### config.mk
export PLATFORM = sky130hd
export DESIGN_NAME = ccsir_shadow_bank
export DESIGN_NICKNAME = d
export VERILOG_FILES = /design/src/common/ccsir_pkg.sv /design/src/ccsir_shadow_bank.sv
export VERILOG_INCLUDE_DIRS = /design/src /design/src/common
export SDC_FILE = /design/constraint.sdc
export NUM_CORES = 1
export LEC_CHECK = 0
export BUFFER_PORTS_ARGS = -buffer_cell sky130_fd_sc_hd__buf_4
export CORE_UTILIZATION = 47
export DETAILED_ROUTE_END_ITERATION = 10
export GPL_TIMING_DRIVEN = 0
export HOLD_SLACK_MARGIN = 0.12
export PLACE_DENSITY = 0.72
export SLEW_MARGIN = 20
export SYNTH_ARGS = -nofsm -noshare
export SYNTH_HDL_FRONTEND = slang
export SYNTH_SLANG_ARGS = --single-unit
export TNS_END_PERCENT = 30
### constraint.sdc
create_clock -name i_clk_sys -period 3.25 [get_ports i_clk_sys]
set_clock_uncertainty 0.1 [all_clocks]
set_input_delay 0.1625 -clock i_clk_sys [delete_from_list [all_inputs] [get_ports i_clk_sys]]
set_output_delay 0.1625 -clock i_clk_sys [all_outputs]
set_load 0.05 [all_outputs]
### src/common/ccsir_regs.svh
// register offsets, field positions and table constants for the context shadow bank
// assumes byte addressing on an APB bus with one 32-bit word per register index
`ifndef CCSIR_REGS_SVH
`define CCSIR_REGS_SVH
`define CCSIR_IDX_STATUS 13'h1FE4
`define CCSIR_IDX_WORKING_REGISTER 13'h1FE5
`define CCSIR_IDX_BANK 13'h1FE6
`define CCSIR_IDX_PCLATCH 13'h1FE7
`define CCSIR_IDX_PTR0_LO 13'h1FE8
`define CCSIR_IDX_PTR0_HI 13'h1FE9
`define CCSIR_IDX_PTR1_LO 13'h1FEA
`define CCSIR_IDX_PTR1_HI 13'h1FEB
`define CCSIR_IDX_EVENT 13'h1FF0
`define CCSIR_IDX_ROM_ADDR 13'h1FF1
`define CCSIR_IDX_ROM_DATA 13'h1FF2
`define CCSIR_BIT_WDT 4
`define CCSIR_BIT_SLEEP 3
`define CCSIR_BIT_ZERO 2
`define CCSIR_BIT_NIB 1
`define CCSIR_BIT_MSB 0
`define CCSIR_STATUS_RW_MASK 8'h07
`define CCSIR_BANK_MASK 8'h3F
`define CCSIR_PCL_MASK 8'h7F
`define CCSIR_EV_POWERUP 0
`define CCSIR_EV_KICK 1
`define CCSIR_EV_SLEEP 2
`define CCSIR_EV_TIMEOUT 3
`define CCSIR_CFG_BASE 16'h8200
`define CCSIR_CFG_LAST 16'h821F
`define CCSIR_INFO_BASE 16'h8100
`define CCSIR_INFO_LAST 16'h811F
`define CCSIR_CFG_ERASE_ROW 14'h0020
`define CCSIR_CFG_LATCHES 14'h0020
`define CCSIR_CFG_USER_ROWS 14'h0200
`define CCSIR_CFG_EEPROM 14'h0100
`define CCSIR_CFG_PINS_IDX 5'h04
`define CCSIR_ROM_WORD_W 14
`define CCSIR_PADDR_MSB 14
`define CCSIR_PADDR_LSB 2
`endif

### src/common/ccsir_pkg.sv
// types shared by the context shadow bank
// assumes nothing beyond the register header
package ccsir_pkg;
  typedef enum logic [1:0] {
    ccsir_alu_none,
    ccsir_alu_add,
    ccsir_alu_sub,
    ccsir_alu_logic
  } ccsir_alu_e;
  typedef logic [7:0] ccsir_byte_t;
endpackage

### src/ccsir_shadow_bank.sv
// context shadow bank with status flag logic and two read-only information tables
// assumes an APB master on i_clk_sys and core events as synchronous one-cycle pulses
// Functional notes
// - status shadow at 0x1FE4; bits 4,3 read-only, bits 2..0 writable, 7..5 absent.
// - watchdog expiry flag sets on power-up, kick or sleep; clears on timeout.
// - sleep-entered flag sets on power-up or kick; clears on sleep.
// - zero flag is 1 for a zero arithmetic or logic result, else 0.
// - nibble overflow flag is the carry out of bit 3 for add and subtract.
// - msb overflow flag is the carry out of bit 7 for add and subtract.
// - subtract adds the two's complement, so a clear flag means borrow.
// - rotates through carry load the msb flag from the source's outgoing end bit.
// - shadow registers are not cleared by any reset (power-on value undefined, others keep); the o_status_flags_shadow port resets to 0.
// - working register shadow at 0x1FE5, eight bits read/write.
// - bank select shadow at 0x1FE6, six bits read/write.
// - pc upper latch shadow at 0x1FE7, seven bits read/write.
// - two 16-bit indirect pointer shadows at 0x1FE8 and 0x1FEA.
// - each pointer low and high byte is addressed on its own.
// - configuration region 8200h..821Fh is fixed and read-only.
// - configuration table gives 32, 32, 512, 256 and the pin count.
// - information area 8100h..811Fh is factory fixed and read-only.
`timescale 1ns/10ps
`include "ccsir_regs.svh"
module ccsir_shadow_bank
  import ccsir_pkg::*;
#(
  parameter int ADDR_W = 15,
  parameter logic [13:0] PIN_COUNT = 14'h0014,
  parameter logic [13:0] INFO_FILL = 14'h3FFF
) (
  // clock and reset
  input wire logic i_clk_sys,
  input wire logic i_sys_rst,
  // apb slave
  input wire logic i_psel,
  input wire logic i_penable,
  input wire logic i_pwrite,
  input wire logic [ADDR_W-1:0] i_paddr,
  input wire logic [31:0] i_pwdata,
  output logic [31:0] o_prdata,
  output logic o_pready,
  output logic o_pslverr,
  // core operation results
  input wire logic i_alu_valid,
  input wire ccsir_alu_e i_alu_op,
  input wire logic [7:0] i_alu_a,
  input wire logic [7:0] i_alu_b,
  input wire logic i_rot_valid,
  input wire logic i_rot_left,
  input wire logic [7:0] i_rot_src,
  // shadow state out
  output logic [7:0] o_status_flags_shadow
);
  if (ADDR_W < `CCSIR_PADDR_MSB + 1) begin : g_addr_w_check
    $error("ccsir_shadow_bank: ADDR_W must be at least 15");
  end

  // shadow storage, no reset on purpose
  logic [7:0] status_flags_shadow;
  logic [7:0] working_reg_shadow;
  logic [7:0] bank_select_shadow;
  logic [7:0] pc_upper_latch_shadow;
  logic [15:0] indirect_pointer0_shadow;
  logic [15:0] indirect_pointer1_shadow;
  logic [3:0] event_pulse;
  logic [15:0] rom_addr;
  logic [7:0] next_status;
  logic [7:0] next_working_register;
  logic [7:0] next_bank;
  logic [7:0] next_pcl;
  logic [15:0] next_ptr0;
  logic [15:0] next_ptr1;
  logic [15:0] next_rom_addr;
  logic [31:0] next_prdata;
  logic next_pready;
  logic next_pslverr;
  logic [8:0] sum;
  logic [4:0] nib_sum;
  logic [7:0] opnd_b;
  logic cin;
  logic [12:0] idx;
  logic wr_en;
  logic rd_en;
  logic ev_kick;
  logic ev_sleep;
  logic ev_power;
  logic ev_tout;

  function automatic logic [13:0] rom_word(input logic [15:0] a);
    logic [13:0] w;
    w = 14'h0000;
    if (a >= `CCSIR_CFG_BASE && a <= `CCSIR_CFG_LAST) begin
      unique case (a[4:0])
        5'h00: w = `CCSIR_CFG_ERASE_ROW;
        5'h01: w = `CCSIR_CFG_LATCHES;
        5'h02: w = `CCSIR_CFG_USER_ROWS;
        5'h03: w = `CCSIR_CFG_EEPROM;
        `CCSIR_CFG_PINS_IDX: w = PIN_COUNT;
        default: w = 14'h0000;
      endcase
    end else if (a >= `CCSIR_INFO_BASE && a <= `CCSIR_INFO_LAST) begin
      w = INFO_FILL;
    end
    return w;
  endfunction

  // decodes whether a word index answers a read or a write
  function automatic logic idx_known(input logic [12:0] i, input logic wr);
    logic k;
    k = 1'b0;
    unique case (i)
      `CCSIR_IDX_STATUS, `CCSIR_IDX_WORKING_REGISTER, `CCSIR_IDX_BANK, `CCSIR_IDX_PCLATCH,
      `CCSIR_IDX_PTR0_LO, `CCSIR_IDX_PTR0_HI, `CCSIR_IDX_PTR1_LO, `CCSIR_IDX_PTR1_HI,
      `CCSIR_IDX_EVENT, `CCSIR_IDX_ROM_ADDR: k = 1'b1;
      `CCSIR_IDX_ROM_DATA: k = !wr;
      default: k = 1'b0;
    endcase
    return k;
  endfunction

  assign idx = i_paddr[`CCSIR_PADDR_MSB:`CCSIR_PADDR_LSB];
  assign wr_en = i_psel && i_penable && i_pwrite && !o_pready && !i_sys_rst;
  assign rd_en = i_psel && i_penable && !i_pwrite && !o_pready;
  // the event register is a write-only strobe word for core events
  assign ev_power = wr_en && idx == `CCSIR_IDX_EVENT && i_pwdata[`CCSIR_EV_POWERUP];
  assign ev_kick = wr_en && idx == `CCSIR_IDX_EVENT && i_pwdata[`CCSIR_EV_KICK];
  assign ev_sleep = wr_en && idx == `CCSIR_IDX_EVENT && i_pwdata[`CCSIR_EV_SLEEP];
  assign ev_tout = wr_en && idx == `CCSIR_IDX_EVENT && i_pwdata[`CCSIR_EV_TIMEOUT];

  // subtract runs as a + ~b + 1, so both carries see the added one
  always_comb begin
    cin = i_alu_op == ccsir_alu_sub;
    opnd_b = cin ? ~i_alu_b : i_alu_b;
    sum = {1'b0, i_alu_a} + {1'b0, opnd_b} + {8'h00, cin};
    nib_sum = {1'b0, i_alu_a[3:0]} + {1'b0, opnd_b[3:0]} + {4'h0, cin};
  end

  always_comb begin
    next_status = status_flags_shadow;
    next_working_register = working_reg_shadow;
    next_bank = bank_select_shadow;
    next_pcl = pc_upper_latch_shadow;
    next_ptr0 = indirect_pointer0_shadow;
    next_ptr1 = indirect_pointer1_shadow;
    next_rom_addr = rom_addr;
    if (wr_en) begin
      unique case (idx)
        `CCSIR_IDX_STATUS: next_status = (status_flags_shadow & ~`CCSIR_STATUS_RW_MASK) |
          (i_pwdata[7:0] & `CCSIR_STATUS_RW_MASK);
        `CCSIR_IDX_WORKING_REGISTER: next_working_register = i_pwdata[7:0];
        `CCSIR_IDX_BANK: next_bank = i_pwdata[7:0] & `CCSIR_BANK_MASK;
        `CCSIR_IDX_PCLATCH: next_pcl = i_pwdata[7:0] & `CCSIR_PCL_MASK;
        `CCSIR_IDX_PTR0_LO: next_ptr0[7:0] = i_pwdata[7:0];
        `CCSIR_IDX_PTR0_HI: next_ptr0[15:8] = i_pwdata[7:0];
        `CCSIR_IDX_PTR1_LO: next_ptr1[7:0] = i_pwdata[7:0];
        `CCSIR_IDX_PTR1_HI: next_ptr1[15:8] = i_pwdata[7:0];
        `CCSIR_IDX_ROM_ADDR: next_rom_addr = i_pwdata[15:0];
        default: ;
      endcase
    end
    // hardware updates win over a same-cycle software write
    if (i_alu_valid && i_alu_op != ccsir_alu_none) begin
      if (i_alu_op == ccsir_alu_logic) begin
        next_status[`CCSIR_BIT_ZERO] = (i_alu_a & i_alu_b) == 8'h00;
      end else begin
        next_status[`CCSIR_BIT_ZERO] = sum[7:0] == 8'h00;
        next_status[`CCSIR_BIT_NIB] = nib_sum[4];
        next_status[`CCSIR_BIT_MSB] = sum[8];
      end
    end
    if (i_rot_valid) begin
      next_status[`CCSIR_BIT_MSB] = i_rot_left ? i_rot_src[7] : i_rot_src[0];
    end
    if (ev_tout) begin
      next_status[`CCSIR_BIT_WDT] = 1'b0;
    end
    if (ev_sleep) begin
      next_status[`CCSIR_BIT_SLEEP] = 1'b0;
    end
    if (ev_power || ev_kick || ev_sleep) begin
      next_status[`CCSIR_BIT_WDT] = 1'b1;
    end
    if (ev_power || ev_kick) begin
      next_status[`CCSIR_BIT_SLEEP] = 1'b1;
    end
    next_status[7:5] = 3'h0;
    next_bank[7:6] = 2'h0;
    next_pcl[7] = 1'b0;
  end

  // shadows have no reset term, so a reset leaves them as they were
  always_ff @(posedge i_clk_sys) begin
    status_flags_shadow <= next_status;
    working_reg_shadow <= next_working_register;
    bank_select_shadow <= next_bank;
    pc_upper_latch_shadow <= next_pcl;
    indirect_pointer0_shadow <= next_ptr0;
    indirect_pointer1_shadow <= next_ptr1;
  end

  always_comb begin
    next_prdata = 32'h0000_0000;
    next_pslverr = (rd_en || wr_en) && !idx_known(idx, i_pwrite);
    next_pready = i_psel && i_penable && !o_pready;
    if (rd_en) begin
      unique case (idx)
        `CCSIR_IDX_STATUS: next_prdata[7:0] = status_flags_shadow;
        `CCSIR_IDX_WORKING_REGISTER: next_prdata[7:0] = working_reg_shadow;
        `CCSIR_IDX_BANK: next_prdata[7:0] = bank_select_shadow;
        `CCSIR_IDX_PCLATCH: next_prdata[7:0] = pc_upper_latch_shadow;
        `CCSIR_IDX_PTR0_LO: next_prdata[7:0] = indirect_pointer0_shadow[7:0];
        `CCSIR_IDX_PTR0_HI: next_prdata[7:0] = indirect_pointer0_shadow[15:8];
        `CCSIR_IDX_PTR1_LO: next_prdata[7:0] = indirect_pointer1_shadow[7:0];
        `CCSIR_IDX_PTR1_HI: next_prdata[7:0] = indirect_pointer1_shadow[15:8];
        `CCSIR_IDX_ROM_ADDR: next_prdata[15:0] = rom_addr;
        `CCSIR_IDX_ROM_DATA: next_prdata[13:0] = rom_word(rom_addr);
        `CCSIR_IDX_EVENT: next_prdata = 32'h0000_0000;
        default: next_prdata = 32'h0000_0000;
      endcase
    end
  end

  always_ff @(posedge i_clk_sys or posedge i_sys_rst) begin
    if (i_sys_rst) begin
      o_prdata <= 32'h0000_0000;
      o_pready <= 1'b0;
      o_pslverr <= 1'b0;
      rom_addr <= 16'h0000;
      o_status_flags_shadow <= 8'h00;
    end else begin
      o_prdata <= next_prdata;
      o_pready <= next_pready;
      o_pslverr <= next_pslverr;
      rom_addr <= next_rom_addr;
      o_status_flags_shadow <= next_status;
    end
  end

  // checks
  property p_msb_add;
    @(posedge i_clk_sys) disable iff (i_sys_rst)
    (i_alu_valid && i_alu_op == ccsir_alu_add && !i_rot_valid) |=>
      status_flags_shadow[`CCSIR_BIT_MSB] == ($past({1'b0, i_alu_a}) + $past({1'b0, i_alu_b})) >> 8;
  endproperty
  a_msb_add: assert property (p_msb_add) else $error("msb flag wrong after add");
  property p_nib_add;
    @(posedge i_clk_sys) disable iff (i_sys_rst)
    (i_alu_valid && i_alu_op == ccsir_alu_add) |=>
      status_flags_shadow[`CCSIR_BIT_NIB] == (($past(i_alu_a[3:0]) + $past(i_alu_b[3:0])) > 15);
  endproperty
  a_nib_add: assert property (p_nib_add) else $error("nibble flag wrong after add");
  property p_sub_borrow;
    @(posedge i_clk_sys) disable iff (i_sys_rst)
    (i_alu_valid && i_alu_op == ccsir_alu_sub && !i_rot_valid) |=>
      status_flags_shadow[`CCSIR_BIT_MSB] == ($past(i_alu_a) >= $past(i_alu_b));
  endproperty
  a_sub_borrow: assert property (p_sub_borrow) else $error("borrow polarity wrong");
  property p_zero;
    @(posedge i_clk_sys) disable iff (i_sys_rst)
    (i_alu_valid && i_alu_op == ccsir_alu_add) |=>
      status_flags_shadow[`CCSIR_BIT_ZERO] == ($past(8'(i_alu_a + i_alu_b)) == 8'h00);
  endproperty
  a_zero: assert property (p_zero) else $error("zero flag wrong");
  property p_rot;
    @(posedge i_clk_sys) disable iff (i_sys_rst)
    i_rot_valid && i_rot_left |=> status_flags_shadow[`CCSIR_BIT_MSB] == $past(i_rot_src[7]);
  endproperty
  a_rot: assert property (p_rot) else $error("rotate did not load msb flag");
  property p_tout;
    @(posedge i_clk_sys) disable iff (i_sys_rst)
    ev_tout && !ev_power && !ev_kick && !ev_sleep |=> !status_flags_shadow[`CCSIR_BIT_WDT];
  endproperty
  a_tout: assert property (p_tout) else $error("timeout did not clear expiry flag");
  property p_sleep;
    @(posedge i_clk_sys) disable iff (i_sys_rst)
    ev_sleep && !ev_power && !ev_kick |=>
      !status_flags_shadow[`CCSIR_BIT_SLEEP] && status_flags_shadow[`CCSIR_BIT_WDT];
  endproperty
  a_sleep: assert property (p_sleep) else $error("sleep flags wrong");
  property p_upper_zero;
    @(posedge i_clk_sys) disable iff (i_sys_rst)
    ##1 status_flags_shadow[7:5] == 3'h0 && bank_select_shadow[7:6] == 2'h0 &&
      pc_upper_latch_shadow[7] == 1'b0;
  endproperty
  a_upper_zero: assert property (p_upper_zero) else $error("absent bits not zero");
  property p_ro_bits;
    @(posedge i_clk_sys) disable iff (i_sys_rst)
    wr_en && idx == `CCSIR_IDX_STATUS |=> $stable(status_flags_shadow[4:3]);
  endproperty
  a_ro_bits: assert property (p_ro_bits) else $error("read-only status bits changed");
  property p_ready_one;
    @(posedge i_clk_sys) disable iff (i_sys_rst)
    i_psel && i_penable && !o_pready |=> o_pready ##1 !o_pready;
  endproperty
  a_ready_one: assert property (p_ready_one) else $error("pready not a single cycle");
  property p_nib_sub;
    @(posedge i_clk_sys) disable iff (i_sys_rst)
    (i_alu_valid && i_alu_op == ccsir_alu_sub) |=>
      status_flags_shadow[`CCSIR_BIT_NIB] == ($past(i_alu_a[3:0]) >= $past(i_alu_b[3:0]));
  endproperty
  a_nib_sub: assert property (p_nib_sub) else $error("nibble borrow wrong after sub");
  property p_zero_sub;
    @(posedge i_clk_sys) disable iff (i_sys_rst)
    (i_alu_valid && i_alu_op == ccsir_alu_sub) |=>
      status_flags_shadow[`CCSIR_BIT_ZERO] == ($past(i_alu_a) == $past(i_alu_b));
  endproperty
  a_zero_sub: assert property (p_zero_sub) else $error("zero flag wrong after sub");
  property p_zero_logic;
    @(posedge i_clk_sys) disable iff (i_sys_rst)
    (i_alu_valid && i_alu_op == ccsir_alu_logic) |=>
      status_flags_shadow[`CCSIR_BIT_ZERO] == (($past(i_alu_a) & $past(i_alu_b)) == 8'h00);
  endproperty
  a_zero_logic: assert property (p_zero_logic) else $error("zero flag wrong after logic");
  property p_rot_right;
    @(posedge i_clk_sys) disable iff (i_sys_rst)
    i_rot_valid && !i_rot_left |=>
      status_flags_shadow[`CCSIR_BIT_MSB] == $past(i_rot_src[0]);
  endproperty
  a_rot_right: assert property (p_rot_right) else $error("right rotate msb flag wrong");
  property p_wake;
    @(posedge i_clk_sys) disable iff (i_sys_rst)
    ev_power || ev_kick |=>
      status_flags_shadow[`CCSIR_BIT_WDT] && status_flags_shadow[`CCSIR_BIT_SLEEP];
  endproperty
  a_wake: assert property (p_wake) else $error("power-up or kick left a flag clear");
  property p_err_read;
    @(posedge i_clk_sys) disable iff (i_sys_rst)
    rd_en && !idx_known(idx, 1'b0) |=> o_pready && o_pslverr && o_prdata == 32'h0000_0000;
  endproperty
  a_err_read: assert property (p_err_read) else $error("reserved read not refused");
  property p_err_write;
    @(posedge i_clk_sys) disable iff (i_sys_rst)
    wr_en && !idx_known(idx, 1'b1) |=> o_pready && o_pslverr;
  endproperty
  a_err_write: assert property (p_err_write) else $error("read-only write not refused");
  property p_working_register_read;
    @(posedge i_clk_sys) disable iff (i_sys_rst)
    rd_en && idx == `CCSIR_IDX_WORKING_REGISTER |=> o_prdata == {24'h000000, $past(working_reg_shadow)};
  endproperty
  a_working_register_read: assert property (p_working_register_read) else $error("working shadow read wrong");
  property p_bank_write;
    @(posedge i_clk_sys) disable iff (i_sys_rst)
    wr_en && idx == `CCSIR_IDX_BANK |=>
      bank_select_shadow == ($past(i_pwdata[7:0]) & `CCSIR_BANK_MASK);
  endproperty
  a_bank_write: assert property (p_bank_write) else $error("bank shadow write wrong");
  property p_pcl_write;
    @(posedge i_clk_sys) disable iff (i_sys_rst)
    wr_en && idx == `CCSIR_IDX_PCLATCH |=>
      pc_upper_latch_shadow == ($past(i_pwdata[7:0]) & `CCSIR_PCL_MASK);
  endproperty
  a_pcl_write: assert property (p_pcl_write) else $error("pc latch shadow write wrong");
  property p_ptr_bytes;
    @(posedge i_clk_sys) disable iff (i_sys_rst)
    wr_en && idx == `CCSIR_IDX_PTR0_HI |=>
      indirect_pointer0_shadow[7:0] == $past(indirect_pointer0_shadow[7:0]);
  endproperty
  a_ptr_bytes: assert property (p_ptr_bytes) else $error("high byte write hit low byte");
  property p_status_write;
    @(posedge i_clk_sys) disable iff (i_sys_rst)
    wr_en && idx == `CCSIR_IDX_STATUS && !i_alu_valid && !i_rot_valid |=>
      status_flags_shadow[2:0] == $past(i_pwdata[2:0]);
  endproperty
  a_status_write: assert property (p_status_write) else $error("status write lost");
  property p_rom_cfg;
    @(posedge i_clk_sys) disable iff (i_sys_rst)
    rd_en && idx == `CCSIR_IDX_ROM_DATA && rom_addr == `CCSIR_CFG_BASE |=>
      o_prdata == {18'h00000, `CCSIR_CFG_ERASE_ROW};
  endproperty
  a_rom_cfg: assert property (p_rom_cfg) else $error("erase row word wrong");
  c_add: cover property (@(posedge i_clk_sys) i_alu_valid && i_alu_op == ccsir_alu_add);
  c_sub: cover property (@(posedge i_clk_sys) i_alu_valid && i_alu_op == ccsir_alu_sub);
  c_event: cover property (@(posedge i_clk_sys) ev_sleep && ev_tout);
  c_rom: cover property (@(posedge i_clk_sys) rd_en && idx == `CCSIR_IDX_ROM_DATA);
  c_ptr: cover property (@(posedge i_clk_sys) wr_en && idx == `CCSIR_IDX_PTR1_HI);
endmodule

---- Word level (Yosys, flattened, before mapping) ----
Index checks and enable logic that the tools add are counted.
cells by class
  add/subtract/negate cells ............... 4
  mux-type cells .......................... 20
  eq/ne operators ......................... 17
  bitwise gates (word level) .............. 3
  order comparisons ....................... 4
  reduce and logical (&&, ||, !) cells .... 37
operators by type and width
  cell                                                                    count
  13-bit equality test (second input constant)                            11
  8-bit case mux with 10 select lines                                     1
  10-bit case mux with 4 select lines                                     1
  16-bit greater-or-equal comparator (second input constant)              2
  16-bit <= comparator (second input constant)                            2
  14-bit two-way mux                                                      2
  1-bit logical AND                                                       16
  8-bit zero test                                                         2
  16-bit two-way mux                                                      1
  2-bit AND reduction                                                     8
  6-bit case mux with 2 select lines                                      1
  5-bit by 2-bit equality test with 1-bit output (second input constant)  2
  5-bit two-way mux                                                       2
  10-bit OR reduction                                                     1
  8-bit by 8-bit adder with 9-bit output                                  1
  9-bit by 1-bit adder with 9-bit output                                  1
  8-bit bitwise AND                                                       1
  8-bit two-way mux                                                       1
  8-bit inverter                                                          1
  1-bit two-way mux                                                       7
  4-bit by 4-bit adder with 5-bit output                                  1
  5-bit by 1-bit adder with 5-bit output                                  1
  5-bit by 1-bit equality test with 1-bit output (second input constant)  1
  5-bit by 3-bit equality test with 1-bit output (second input constant)  1
  other kinds (10)                                                        17
word-level totals
  bits of input ports ..................... 81
  logic and storage cells ................. 98
  register bits ........................... 113

---- Depth between registers and ports, before layout ----
Gate-level depths: netlist (run 1).
  depth after elaboration ................. 9
  mapped depth ............................ 11
  mapped depth without buffers ............ 10

---- Worst setup path after synthesis (run 1) ----
No wires, ideal clock.
  path kind ............................... input port to flip-flop
  start ................................... input port i_alu_op[0]
  end ..................................... register o_status_flags_shadow[0]
  stages .................................. 10
  required time ........................... 3.025 ns
  data arrival time ....................... 2.162 ns
  library setup time ...................... 0.125 ns
  buffers on the path ..................... 1
  setup slack ............................. 0.863 ns
  cells stage by stage .................... nand2b_1 -> clkbuf_1 -> xnor2_1 -> ha_1 -> nor2b_1 -> o311a_1 -> o21ai_0 -> a21oi_1 -> or3_1 -> a22o_1
between the ends
  cells in the longest elaborated chain, start to end .. 7
  elaborated cells on any way between the ends .. 10
  classes of those cells .................. add/sub (2); eq/ne (2); mux (4); reduce/logical (2)
ends and longest elaborated chain
  item                                    line                      source
  start, declared                         ccsir_shadow_bank.sv:44   input wire ccsir_alu_e i_alu_op,
  2-bit equality test                     ccsir_shadow_bank.sv:131  cin = i_alu_op == ccsir_alu_sub;
  8-bit two-way mux                       ccsir_shadow_bank.sv:132  opnd_b = cin ? ~i_alu_b : i_alu_b;
  8-bit by 8-bit adder with 9-bit output  ccsir_shadow_bank.sv:133  sum = {1'b0, i_alu_a} + {1'b0, opnd_b} + {8'h00, cin};
  9-bit by 1-bit adder with 9-bit output  ccsir_shadow_bank.sv:133
  2-bit two-way mux                       ccsir_shadow_bank.sv:162  if (i_alu_op == ccsir_alu_logic) begin
  3-bit two-way mux (*)                   ccsir_shadow_bank.sv:161  if (i_alu_valid && i_alu_op != ccsir_alu_none) begin
  1-bit two-way mux (*)                   ccsir_shadow_bank.sv:170  if (i_rot_valid) begin
  named net next_status[0]                ccsir_shadow_bank.sv:66   logic [7:0] next_status;
  end signal, assigned                    ccsir_shadow_bank.sv:234  o_status_flags_shadow <= next_status;
  end, declared                           ccsir_shadow_bank.sv:51   output logic [7:0] o_status_flags_shadow
The timed path passes the listed nets; every way through them passes the cells marked *.
A chain may end at the register's enable or synchronous reset.

---- Worst setup path after layout (run 1) ----
Ends and elaborated chain as after synthesis.

==> report_table.html, run 1 <==
<table>
<tr><th>Metric</th><th>Value</th></tr>
<tr><th colspan="2">Status</th></tr>
<tr><td>Run status</td><td>finished, final reports clean</td></tr>
<tr><th colspan="2">Synthesis</th></tr>
<tr><td>Sequential element share of the synthesized area</td><td>~57%</td></tr>
<tr><td>Number of instances in the synthesized netlist</td><td>370</td></tr>
<tr><td>Number of unique standard cell types used by synthesis</td><td>65</td></tr>
<tr><td>Average cell area after synthesis</td><td>roughly 13 um2</td></tr>
<tr><td>Combined area of all synthesized cells</td><td>0.00467 mm2</td></tr>
<tr><td>Synth async-reset ratio</td><td>40.2%</td></tr>
<tr><td>Synth top area share</td><td>34.1%</td></tr>
<tr><td>Most common flop cell mapped by yosys</td><td>edfxtp_1</td></tr>
<tr><td>Ranking of synthesized cells by area</td><td>edfxtp_1 (34%), dfrtp_1 (21%), mux2_2 (4.8%)</td></tr>
<tr><td>Total of flip-flops plus latches after synthesis</td><td>97</td></tr>
<tr><td>Number of enable flip-flop cells after synthesis</td><td>53</td></tr>
<tr><td>Cell taking the most area after synthesis</td><td>edfxtp_1</td></tr>
<tr><td>Number of warning messages in the yosys log</td><td>0</td></tr>
<tr><th colspan="2">Worst setup path</th></tr>
<tr><td>Kind of critical path</td><td>in -&gt; reg</td></tr>
<tr><td>Arrival time at the worst endpoint</td><td>3.06 ns</td></tr>
<tr><td>Library cell contributing the largest single delay on the critical path</td><td>dlygate4sd3_1</td></tr>
<tr><td>Max Fanout on Critical Path</td><td>7</td></tr>
<tr><td>Largest delay contributor family on the critical path</td><td>buffers and inverters</td></tr>
<tr><td>WP buf/inv</td><td>3</td></tr>
<tr><td>Worst path required time</td><td>3.39 ns</td></tr>
<tr><td>Setup crit start kind</td><td>input port</td></tr>
<tr><td>Kind of end point of the critical path</td><td>flop</td></tr>
<tr><td>Largest incremental delay on the critical path</td><td>0.56 ns</td></tr>
<tr><td>Series of cell instances along the critical path</td><td>buf_4, nand2b_1, clkbuf_1, xnor2_1, ha_1, or2_2, o311a_1, o21ai_0, a21oi_1, or3_1, a22o_1, dlygate4sd3_1</td></tr>
<tr><th colspan="2">Power</th></tr>
<tr><td>Net switching share of the total power</td><td>25.8%</td></tr>
<tr><td>Net switching power</td><td>0.630 mW</td></tr>
<tr><td>Internal power</td><td>1.82 mW</td></tr>
<tr><td>Power per cell area</td><td>about 410 mW/mm2</td></tr>
<tr><td>Fraction of power consumed by the clock network</td><td>30.1%</td></tr>
<tr><td>Part of the total power dissipated in combinational logic</td><td>16.2%</td></tr>
<tr><td>Leakage Power</td><td>2.50 nW</td></tr>
<tr><td>Max VDD drop</td><td>roughly 170 uV</td></tr>
<tr><td>Total Power Consumption</td><td>2.45 mW</td></tr>
<tr><td>Sequential fraction of design power</td><td>53.7%</td></tr>
<tr><th colspan="2">Global routing</th></tr>
<tr><td>Antenna violations before repair</td><td>0</td></tr>
<tr><td>Total congestion overflow after global routing</td><td>0</td></tr>
<tr><td>First-pass GRT wire length</td><td>between 15000 and 20000 um</td></tr>
<tr><td>Pin count of the biggest net entering global routing</td><td>31</td></tr>
<tr><td>Vias in the first global route</td><td>3446</td></tr>
<tr><td>Total global-route track usage</td><td>22.2%</td></tr>
<tr><th colspan="2">Clock network</th></tr>
<tr><td>Post-CTS resize count</td><td>0</td></tr>
<tr><td>Setup Buffers After CTS</td><td>0</td></tr>
<tr><td>Clock slew at the register clock pins of the worst setup and hold paths</td><td>0.08 ns</td></tr>
<tr><td>TritonCTS clock tree</td><td>done</td></tr>
<tr><td>Clock insertion delay at the later pin of the skew report</td><td>0.36 ns</td></tr>
<tr><td>Root Driver</td><td>clkbuf_8</td></tr>
<tr><td>Deepest level of the CTS H-tree</td><td>3</td></tr>
<tr><td>Number of hold buffers added after CTS</td><td>24</td></tr>
<tr><td>Bufs on Longest Clock Path</td><td>2</td></tr>
<tr><td>Clock Sink Count</td><td>between 90 and 100</td></tr>
<tr><td>Num CTS Buffers</td><td>9</td></tr>
<tr><th colspan="2">Job</th></tr>
<tr><td>Total of max-cap violations</td><td>0</td></tr>
<tr><th colspan="2">Die</th></tr>
<tr><td>Core area</td><td>0.00942 mm2</td></tr>
<tr><td>Die Y</td><td>102 um</td></tr>
<tr><td>Number of top-level design ports</td><td>123</td></tr>
<tr><td>Initial Util</td><td>between 40% and 50%</td></tr>
<tr><td>Die area</td><td>between 0.01 and 0.015 mm2</td></tr>
<tr><td>Std-Cell Rows</td><td>35</td></tr>
<tr><td>Width of the die</td><td>between 100 and 150 um</td></tr>
<tr><th colspan="2">Final layout</th></tr>
<tr><td>Share of layout cells above drive strength 1</td><td>32.7%</td></tr>
<tr><td>Area added between synthesis and finish</td><td>27.2%</td></tr>
<tr><td>Most common cell after layout, fill and taps aside</td><td>buf_4</td></tr>
<tr><td>Number of nets in the layout</td><td>592</td></tr>
<tr><td>Most used cells in the layout excluding fill and tap cells</td><td>buf_4 (97), edfxtp_1 (53), dfrtp_1 (39)</td></tr>
<tr><td>Utilization after layout</td><td>63.0%</td></tr>
<tr><td>Number of diodes</td><td>0</td></tr>
<tr><th colspan="2">Timing</th></tr>
<tr><td>Achievable clock frequency</td><td>342 MHz</td></tr>
<tr><td>Total count of max-transition violations in the final report</td><td>0</td></tr>
<tr><td>Setup repair after global routing missed its margin</td><td>false</td></tr>
<tr><td>Transition time of the tightest slew-check pin</td><td>between 0.8 and 0.9 ns</td></tr>
<tr><td>Setup TNS after final layout</td><td>0 ns</td></tr>
<tr><td>Headroom to the max-slew limit</td><td>42.7%</td></tr>
<tr><td>Minimum period implied by the final worst setup slack</td><td>2.92 ns</td></tr>
<tr><td>Crit share post-route</td><td>between 80% and 90%</td></tr>
<tr><td>Final Hold Fails</td><td>0</td></tr>
<tr><td>Endpoints failing setup</td><td>0</td></tr>
<tr><th colspan="2">Detailed routing</th></tr>
<tr><td>Total number of vias</td><td>3411</td></tr>
<tr><td>Count of TritonRoute iterations in the first routing pass</td><td>4</td></tr>
<tr><td>Detailed Route Iter0 Violations</td><td>230</td></tr>
<tr><td>Total DRC errors in the routed layout</td><td>0</td></tr>
<tr><td>Detailed Route WL</td><td>roughly 11000 um</td></tr>
<tr><td>DR vias/cell</td><td>5.36</td></tr>
<tr><td>DRT antenna net count</td><td>0</td></tr>
<tr><td>Average wire per cell in the routed design</td><td>about 17 um</td></tr>
<tr><th colspan="2">Min path</th></tr>
<tr><td>Hold/Removal Path Class</td><td>in -&gt; reg</td></tr>
<tr><th colspan="2">Placement</th></tr>
<tr><td>Routability congestion estimate from global placement</td><td>~0.84</td></tr>
<tr><td>Number of buffers inserted by port buffering</td><td>78</td></tr>
<tr><td>Detailed placement HPWL</td><td>7640 um</td></tr>
</table>
path summary, 6_finish.rpt:
kind	start	endpoint	cells after the start	slack [ns]
worst min register to register	status_flags_shadow[4]$_DFF_P_	o_status_flags_shadow[4]$_DFF_PP0_	2	0.43
worst min-delay path	i_alu_b[0]	o_status_flags_shadow[2]$_DFF_PP0_	5	0.14
worst max register to register	o_pready$_DFF_PP0_	o_status_flags_shadow[0]$_DFF_PP0_	7	0.86
worst max-delay path	i_alu_op[0]	o_status_flags_shadow[0]$_DFF_PP0_	12	0.33
min in group asynchronous	i_sys_rst	o_prdata[7]$_DFF_PP0_	3	0.22
max in group asynchronous	i_sys_rst	o_status_flags_shadow[3]$_DFF_PP0_	4	2.41
area by class of cell:
class,instances,area [um2]
timing repair buffer,103,846
clock inverter,4,25.0
fill,726,3480
buffer,31,204
multi-input combinational,251,1840
tap,129,161
clock buffer,12,160
inverter,9,33.8
sequential,97,2670
worst register-to-register path, stage by stage, from the launching register on:
cell           delay (ns)
dfrtp_1              0.39
nand3b_4             0.18
nor3b_4              0.38
nand3_4              0.15
mux2i_1              0.19
a21oi_1              0.08
a22o_1               0.23
dlygate4sd3_1        0.56
routing by layer:
layer / wire (um) / GRT usage (%) / vias up
met4: 201 / 10.4 / 0
li1: - / - / 1617
met3: 658 / 3.80 / 16
met2: 5410 / 37.8 / 120
met5: 0 / 0 / -
met1: 4360 / 27.5 / 1658
logic make-up (layout without fill, tap and decap cells):
kind of cell	Yosys count	count (layout)	synth area share, %
buf+inv	40	159	5.10
compound gates	81	81	11.1
xor+xnor	11	11	2.06
simple gates	102	102	13.7
other cells	1	19	0.0804
mux	29	29	8.21
fa+ha+maj	9	9	2.57
flops	97	97	57.2
through the flow:
| stage | area, um2 | instances | worst slack [ns] | hold slack [ns] |
|---|---|---|---|---|
| floorplan | 4730 | 388 | 0.863 | 0.161 |
| detailed placement | 5510 | 596 | 0.450 | 0.0475 |
| finish | 5940 | 636 | 0.328 | 0.139 |
| global route | 5940 | 636 | 0.148 | 0.154 |
| global placement | 5480 | 595 | 0.511 | 0.295 |
| CTS | 5930 | 636 | 0.347 | 0.129 |
registers in the layout, summed over array words and instances, names as in the netlist:
| signal | flops |
|---|---|
| o_pslverr | 1 |
| rom_addr | 16 |
| status_flags_shadow | 5 |
| indirect_pointer1_shadow | 16 |
| working_reg_shadow | 8 |
| o_prdata | 16 |
| o_status_flags_shadow | 5 |
| indirect_pointer0_shadow | 16 |
| bank_select_shadow | 6 |
| o_pready | 1 |
| pc_upper_latch_shadow | 7 |
synthesized netlist by cell type, drive strengths merged, types with 4 or more instances:
master  instances
edfxtp         53
dfrtp          39
buf            29
nand2          27
a21oi          26
mux2           21
o21ai          19
nor2           16
a22oi          14
xnor2          10
inv             9
nand3           9
ha              8
nand2b          7
nand4           6
nor3            6
nor4            6
dfxtp           5
mux4            5
a221oi          4
power groups by stage:
| stage | logic (mW) | registers, mW | clock network, mW |
|---|---|---|---|
| global route | 0.431 | 1.31 | 0.796 |
| floorplan | 0.223 | 1.36 | 0 |
| detailed placement | 0.371 | 1.34 | 0 |
| CTS | 0.397 | 1.31 | 0.746 |
| finish | 0.397 | 1.31 | 0.735 |
| global placement | 0.361 | 1.34 | 0 |
Note: power is estimated with default switching activity, not from simulation.
==> inputs of run 2 (changes only) <==
Settings changed: BUFFER_PORTS_ARGS -buffer_cell sky130_fd_sc_hd__buf_4 to default, CORE_ASPECT_RATIO from default to 2, DONT_BUFFER_PORTS from default to 1, PLACE_DENSITY 0.72 to default.
==> run 2 against run 1 <==
  * Critical path depth did not move
  * Sequential cell count stayed put
  * Routed wire length shrank 1.1%
  * Global-route usage shrank 0.087 points
==> report_table.html, run 2 (synthesis results as in run 1) <==
<table>
<tr><th>Metric</th><th>Value</th></tr>
<tr><th colspan="2">Clock network</th></tr>
<tr><td>Num CTS Buffers</td><td>9</td></tr>
<tr><td>Clock Sink Count</td><td>97</td></tr>
<tr><td>Bufs on Longest Clock Path</td><td>2</td></tr>
<tr><td>Root Driver</td><td>clkbuf_16</td></tr>
<tr><td>Deepest level of the CTS H-tree</td><td>3</td></tr>
<tr><td>Setup Buffers After CTS</td><td>0</td></tr>
<tr><td>Number of hold buffers added after CTS</td><td>29</td></tr>
<tr><td>Post-CTS resize count</td><td>0</td></tr>
<tr><td>Clock insertion delay at the later pin of the skew report</td><td>0.34 ns</td></tr>
<tr><td>TritonCTS clock tree</td><td>done</td></tr>
<tr><td>Clock slew at the register clock pins of the worst setup and hold paths</td><td>about 0.06 ns</td></tr>
<tr><th colspan="2">Placement</th></tr>
<tr><td>Dpl ws</td><td>between 0.2 and 0.25 ns</td></tr>
<tr><td>Placed standard-cell area</td><td>0.00493 mm2</td></tr>
<tr><td>Detailed placement HPWL</td><td>8060 um</td></tr>
<tr><td>Number of buffers inserted by port buffering</td><td>0</td></tr>
<tr><td>Routability congestion estimate from global placement</td><td>0.788</td></tr>
<tr><th colspan="2">Final layout</th></tr>
<tr><td>Fin area</td><td>0.00552 mm2</td></tr>
<tr><td>Most common cell after layout, fill and taps aside</td><td>edfxtp_1</td></tr>
<tr><td>Number of diodes</td><td>0</td></tr>
<tr><td>Area added between synthesis and finish</td><td>18.2%</td></tr>
<tr><td>Share of layout cells above drive strength 1</td><td>20.3%</td></tr>
<tr><td>Number of nets in the layout</td><td>519</td></tr>
<tr><td>Most used cells in the layout excluding fill and tap cells</td><td>edfxtp_1 (53), dfrtp_1 (39), dlygate4sd3_1 (29)</td></tr>
<tr><th colspan="2">Power</th></tr>
<tr><td>Max VDD drop</td><td>266 uV</td></tr>
<tr><td>Leakage Power</td><td>around 2.2 nW</td></tr>
<tr><td>Power per cell area</td><td>488 mW/mm2</td></tr>
<tr><th colspan="2">Global routing</th></tr>
<tr><td>Vias in the first global route</td><td>3161</td></tr>
<tr><td>Antenna violations before repair</td><td>0</td></tr>
<tr><td>Pin count of the biggest net entering global routing</td><td>31</td></tr>
<tr><td>Total congestion overflow after global routing</td><td>0</td></tr>
<tr><td>First-pass GRT wire length</td><td>~16000 um</td></tr>
<tr><td>Total global-route track usage</td><td>about 22%</td></tr>
<tr><th colspan="2">Worst setup path</th></tr>
<tr><td>Setup crit start kind</td><td>input port</td></tr>
<tr><td>Kind of critical path</td><td>in -&gt; reg</td></tr>
<tr><td>Max Fanout on Critical Path</td><td>7</td></tr>
<tr><td>Kind of end point of the critical path</td><td>flop</td></tr>
<tr><td>R2R Path Start</td><td>o_pready$_DFF_PP0_</td></tr>
<tr><td>Worst reg2reg endpoint</td><td>o_pslverr$_DFF_PP0_</td></tr>
<tr><td>Reg-to-reg setup timing slack</td><td>~0.20 ns</td></tr>
<tr><td>Worst path required time</td><td>3.37 ns</td></tr>
<tr><td>Arrival time at the worst endpoint</td><td>3.23 ns</td></tr>
<tr><td>Worst reg-to-reg path cell count</td><td>7</td></tr>
<tr><td>Critical Path Source</td><td>i_alu_op[0]</td></tr>
<tr><th colspan="2">Timing</th></tr>
<tr><td>Endpoints failing setup</td><td>0</td></tr>
<tr><td>Crit share post-route</td><td>95.7%</td></tr>
<tr><td>Setup TNS after final layout</td><td>0 ns</td></tr>
<tr><td>Minimum period implied by the final worst setup slack</td><td>3.11 ns</td></tr>
<tr><td>Transition time of the tightest slew-check pin</td><td>0.911 ns</td></tr>
<tr><td>Achievable clock frequency</td><td>~320 MHz</td></tr>
<tr><td>Final Hold Fails</td><td>0</td></tr>
<tr><td>Headroom to the max-slew limit</td><td>39.1%</td></tr>
<tr><td>Hold_ws</td><td>~0.12 ns</td></tr>
<tr><td>Total count of max-transition violations in the final report</td><td>0</td></tr>
<tr><td>Final worst setup slack</td><td>0.140 ns</td></tr>
<tr><td>Setup repair after global routing missed its margin</td><td>false</td></tr>
<tr><th colspan="2">Job</th></tr>
<tr><td>Total of max-cap violations</td><td>0</td></tr>
<tr><th colspan="2">Detailed routing</th></tr>
<tr><td>Average wire per cell in the routed design</td><td>between 15 and 20 um</td></tr>
<tr><td>Total number of vias</td><td>slightly above 3000</td></tr>
<tr><td>DR vias/cell</td><td>around 5.4</td></tr>
<tr><td>Count of TritonRoute iterations in the first routing pass</td><td>4</td></tr>
<tr><td>DRT antenna net count</td><td>0</td></tr>
<tr><td>Detailed Route Iter0 Violations</td><td>92</td></tr>
<tr><td>Detailed Route WL</td><td>10500 um</td></tr>
<tr><td>Total DRC errors in the routed layout</td><td>0</td></tr>
<tr><th colspan="2">Die</th></tr>
<tr><td>Width of the die</td><td>72.5 um</td></tr>
<tr><td>Core area</td><td>0.00970 mm2</td></tr>
<tr><td>Initial Util</td><td>48.1%</td></tr>
<tr><td>Std-Cell Rows</td><td>51</td></tr>
<tr><td>Die Y</td><td>~140 um</td></tr>
<tr><td>Die area</td><td>0.0104 mm2</td></tr>
<tr><td>Number of top-level design ports</td><td>about 120</td></tr>
<tr><th colspan="2">Min path</th></tr>
<tr><td>Hold Path Depth</td><td>3</td></tr>
<tr><td>Hold path endpoint</td><td>o_status_flags_shadow[1]$_DFF_PP0_</td></tr>
<tr><td>Source of the worst hold timing path</td><td>i_alu_op[0]</td></tr>
<tr><td>Hold/Removal Path Class</td><td>in -&gt; reg</td></tr>
<tr><th colspan="2">Status</th></tr>
<tr><td>Run status</td><td>finished, final reports clean</td></tr>
</table>
-- run 2: cell count changes in the layout (fill, tap and decap cells not counted), sizes merged --
| cell | previous run | this run |
|---|---|---|
| clkbuf | 14 | 12 |
| dlygate4sd3 | 24 | 29 |
| bufinv | 0 | 1 |
| clkinv | 3 | 4 |
| clkinvlp | 0 | 1 |
| inv | 10 | 9 |
| buf | 108 | 30 |
-- run 2: where the power goes --
part | leakage, nW | internal, mW | switching (mW)
Sequential | 1.06 | 1.31 | 0.0295
Combinational | 0.981 | 0.129 | 0.184
Clock | 0.143 | 0.599 | 0.441
Total | 2.18 | 2.04 | 0.654
-- run 2: area by class of cell --
cell class              count  area [um2]
fillers                   880        4180
repair buffers             30         310
flip-flops and latches     97        2670
plain buffers              31         204
clock buffers              10         229
well taps                 132         165
multi-input cells         251        1840
clock inverters             6        68.8
inverters                   9        33.8
-- run 2: layer usage --
layer	wire, um	part of all wire [%]	global-route usage [%]
met4	231	2.2	9.39
met2	6450	61	44.5
met3	292	2.8	3.67
met5	0	0	0
met1	3540	34	20.7
-- run 2: worst max-delay path by stage --
stage,to,slack [ns],depth (start not counted)
after CTS,o_status_flags_shadow[2]$_DFF_PP0_,0.08,12
after detailed placement,o_status_flags_shadow[2]$_DFF_PP0_,0.24,11
after floorplan,o_status_flags_shadow[0]$_DFF_PP0_,0.86,10
after global routing,o_status_flags_shadow[2]$_DFF_PP0_,0.001,12
after global placement,o_status_flags_shadow[2]$_DFF_PP0_,0.28,11
final,o_status_flags_shadow[2]$_DFF_PP0_,0.14,12
-- run 2: critical path, cell delays in order --
cell	delay (ns)
nand2b_1	0.07
clkbuf_1	0.38
xnor2_1	0.20
inv_1	0.08
fa_1	0.43
nor2b_1	0.20
o311a_1	0.25
nor4_1	0.07
mux2_2	0.27
nor3_1	0.37
o31ai_1	0.14
dlygate4sd3_1	0.59
-- run 2: per-stage QoR --
stage | cells | util (%) | total power [mW]
2_1_floorplan | 388 | - | 1.58
3_5_place_dp | 521 | 50.8 | 1.63
4_1_cts | 566 | 56.9 | 2.71
6_report | 566 | 56.9 | 2.69
3_3_place_gp | 520 | 50.5 | 1.63
5_1_grt | 566 | 56.9 | 2.78
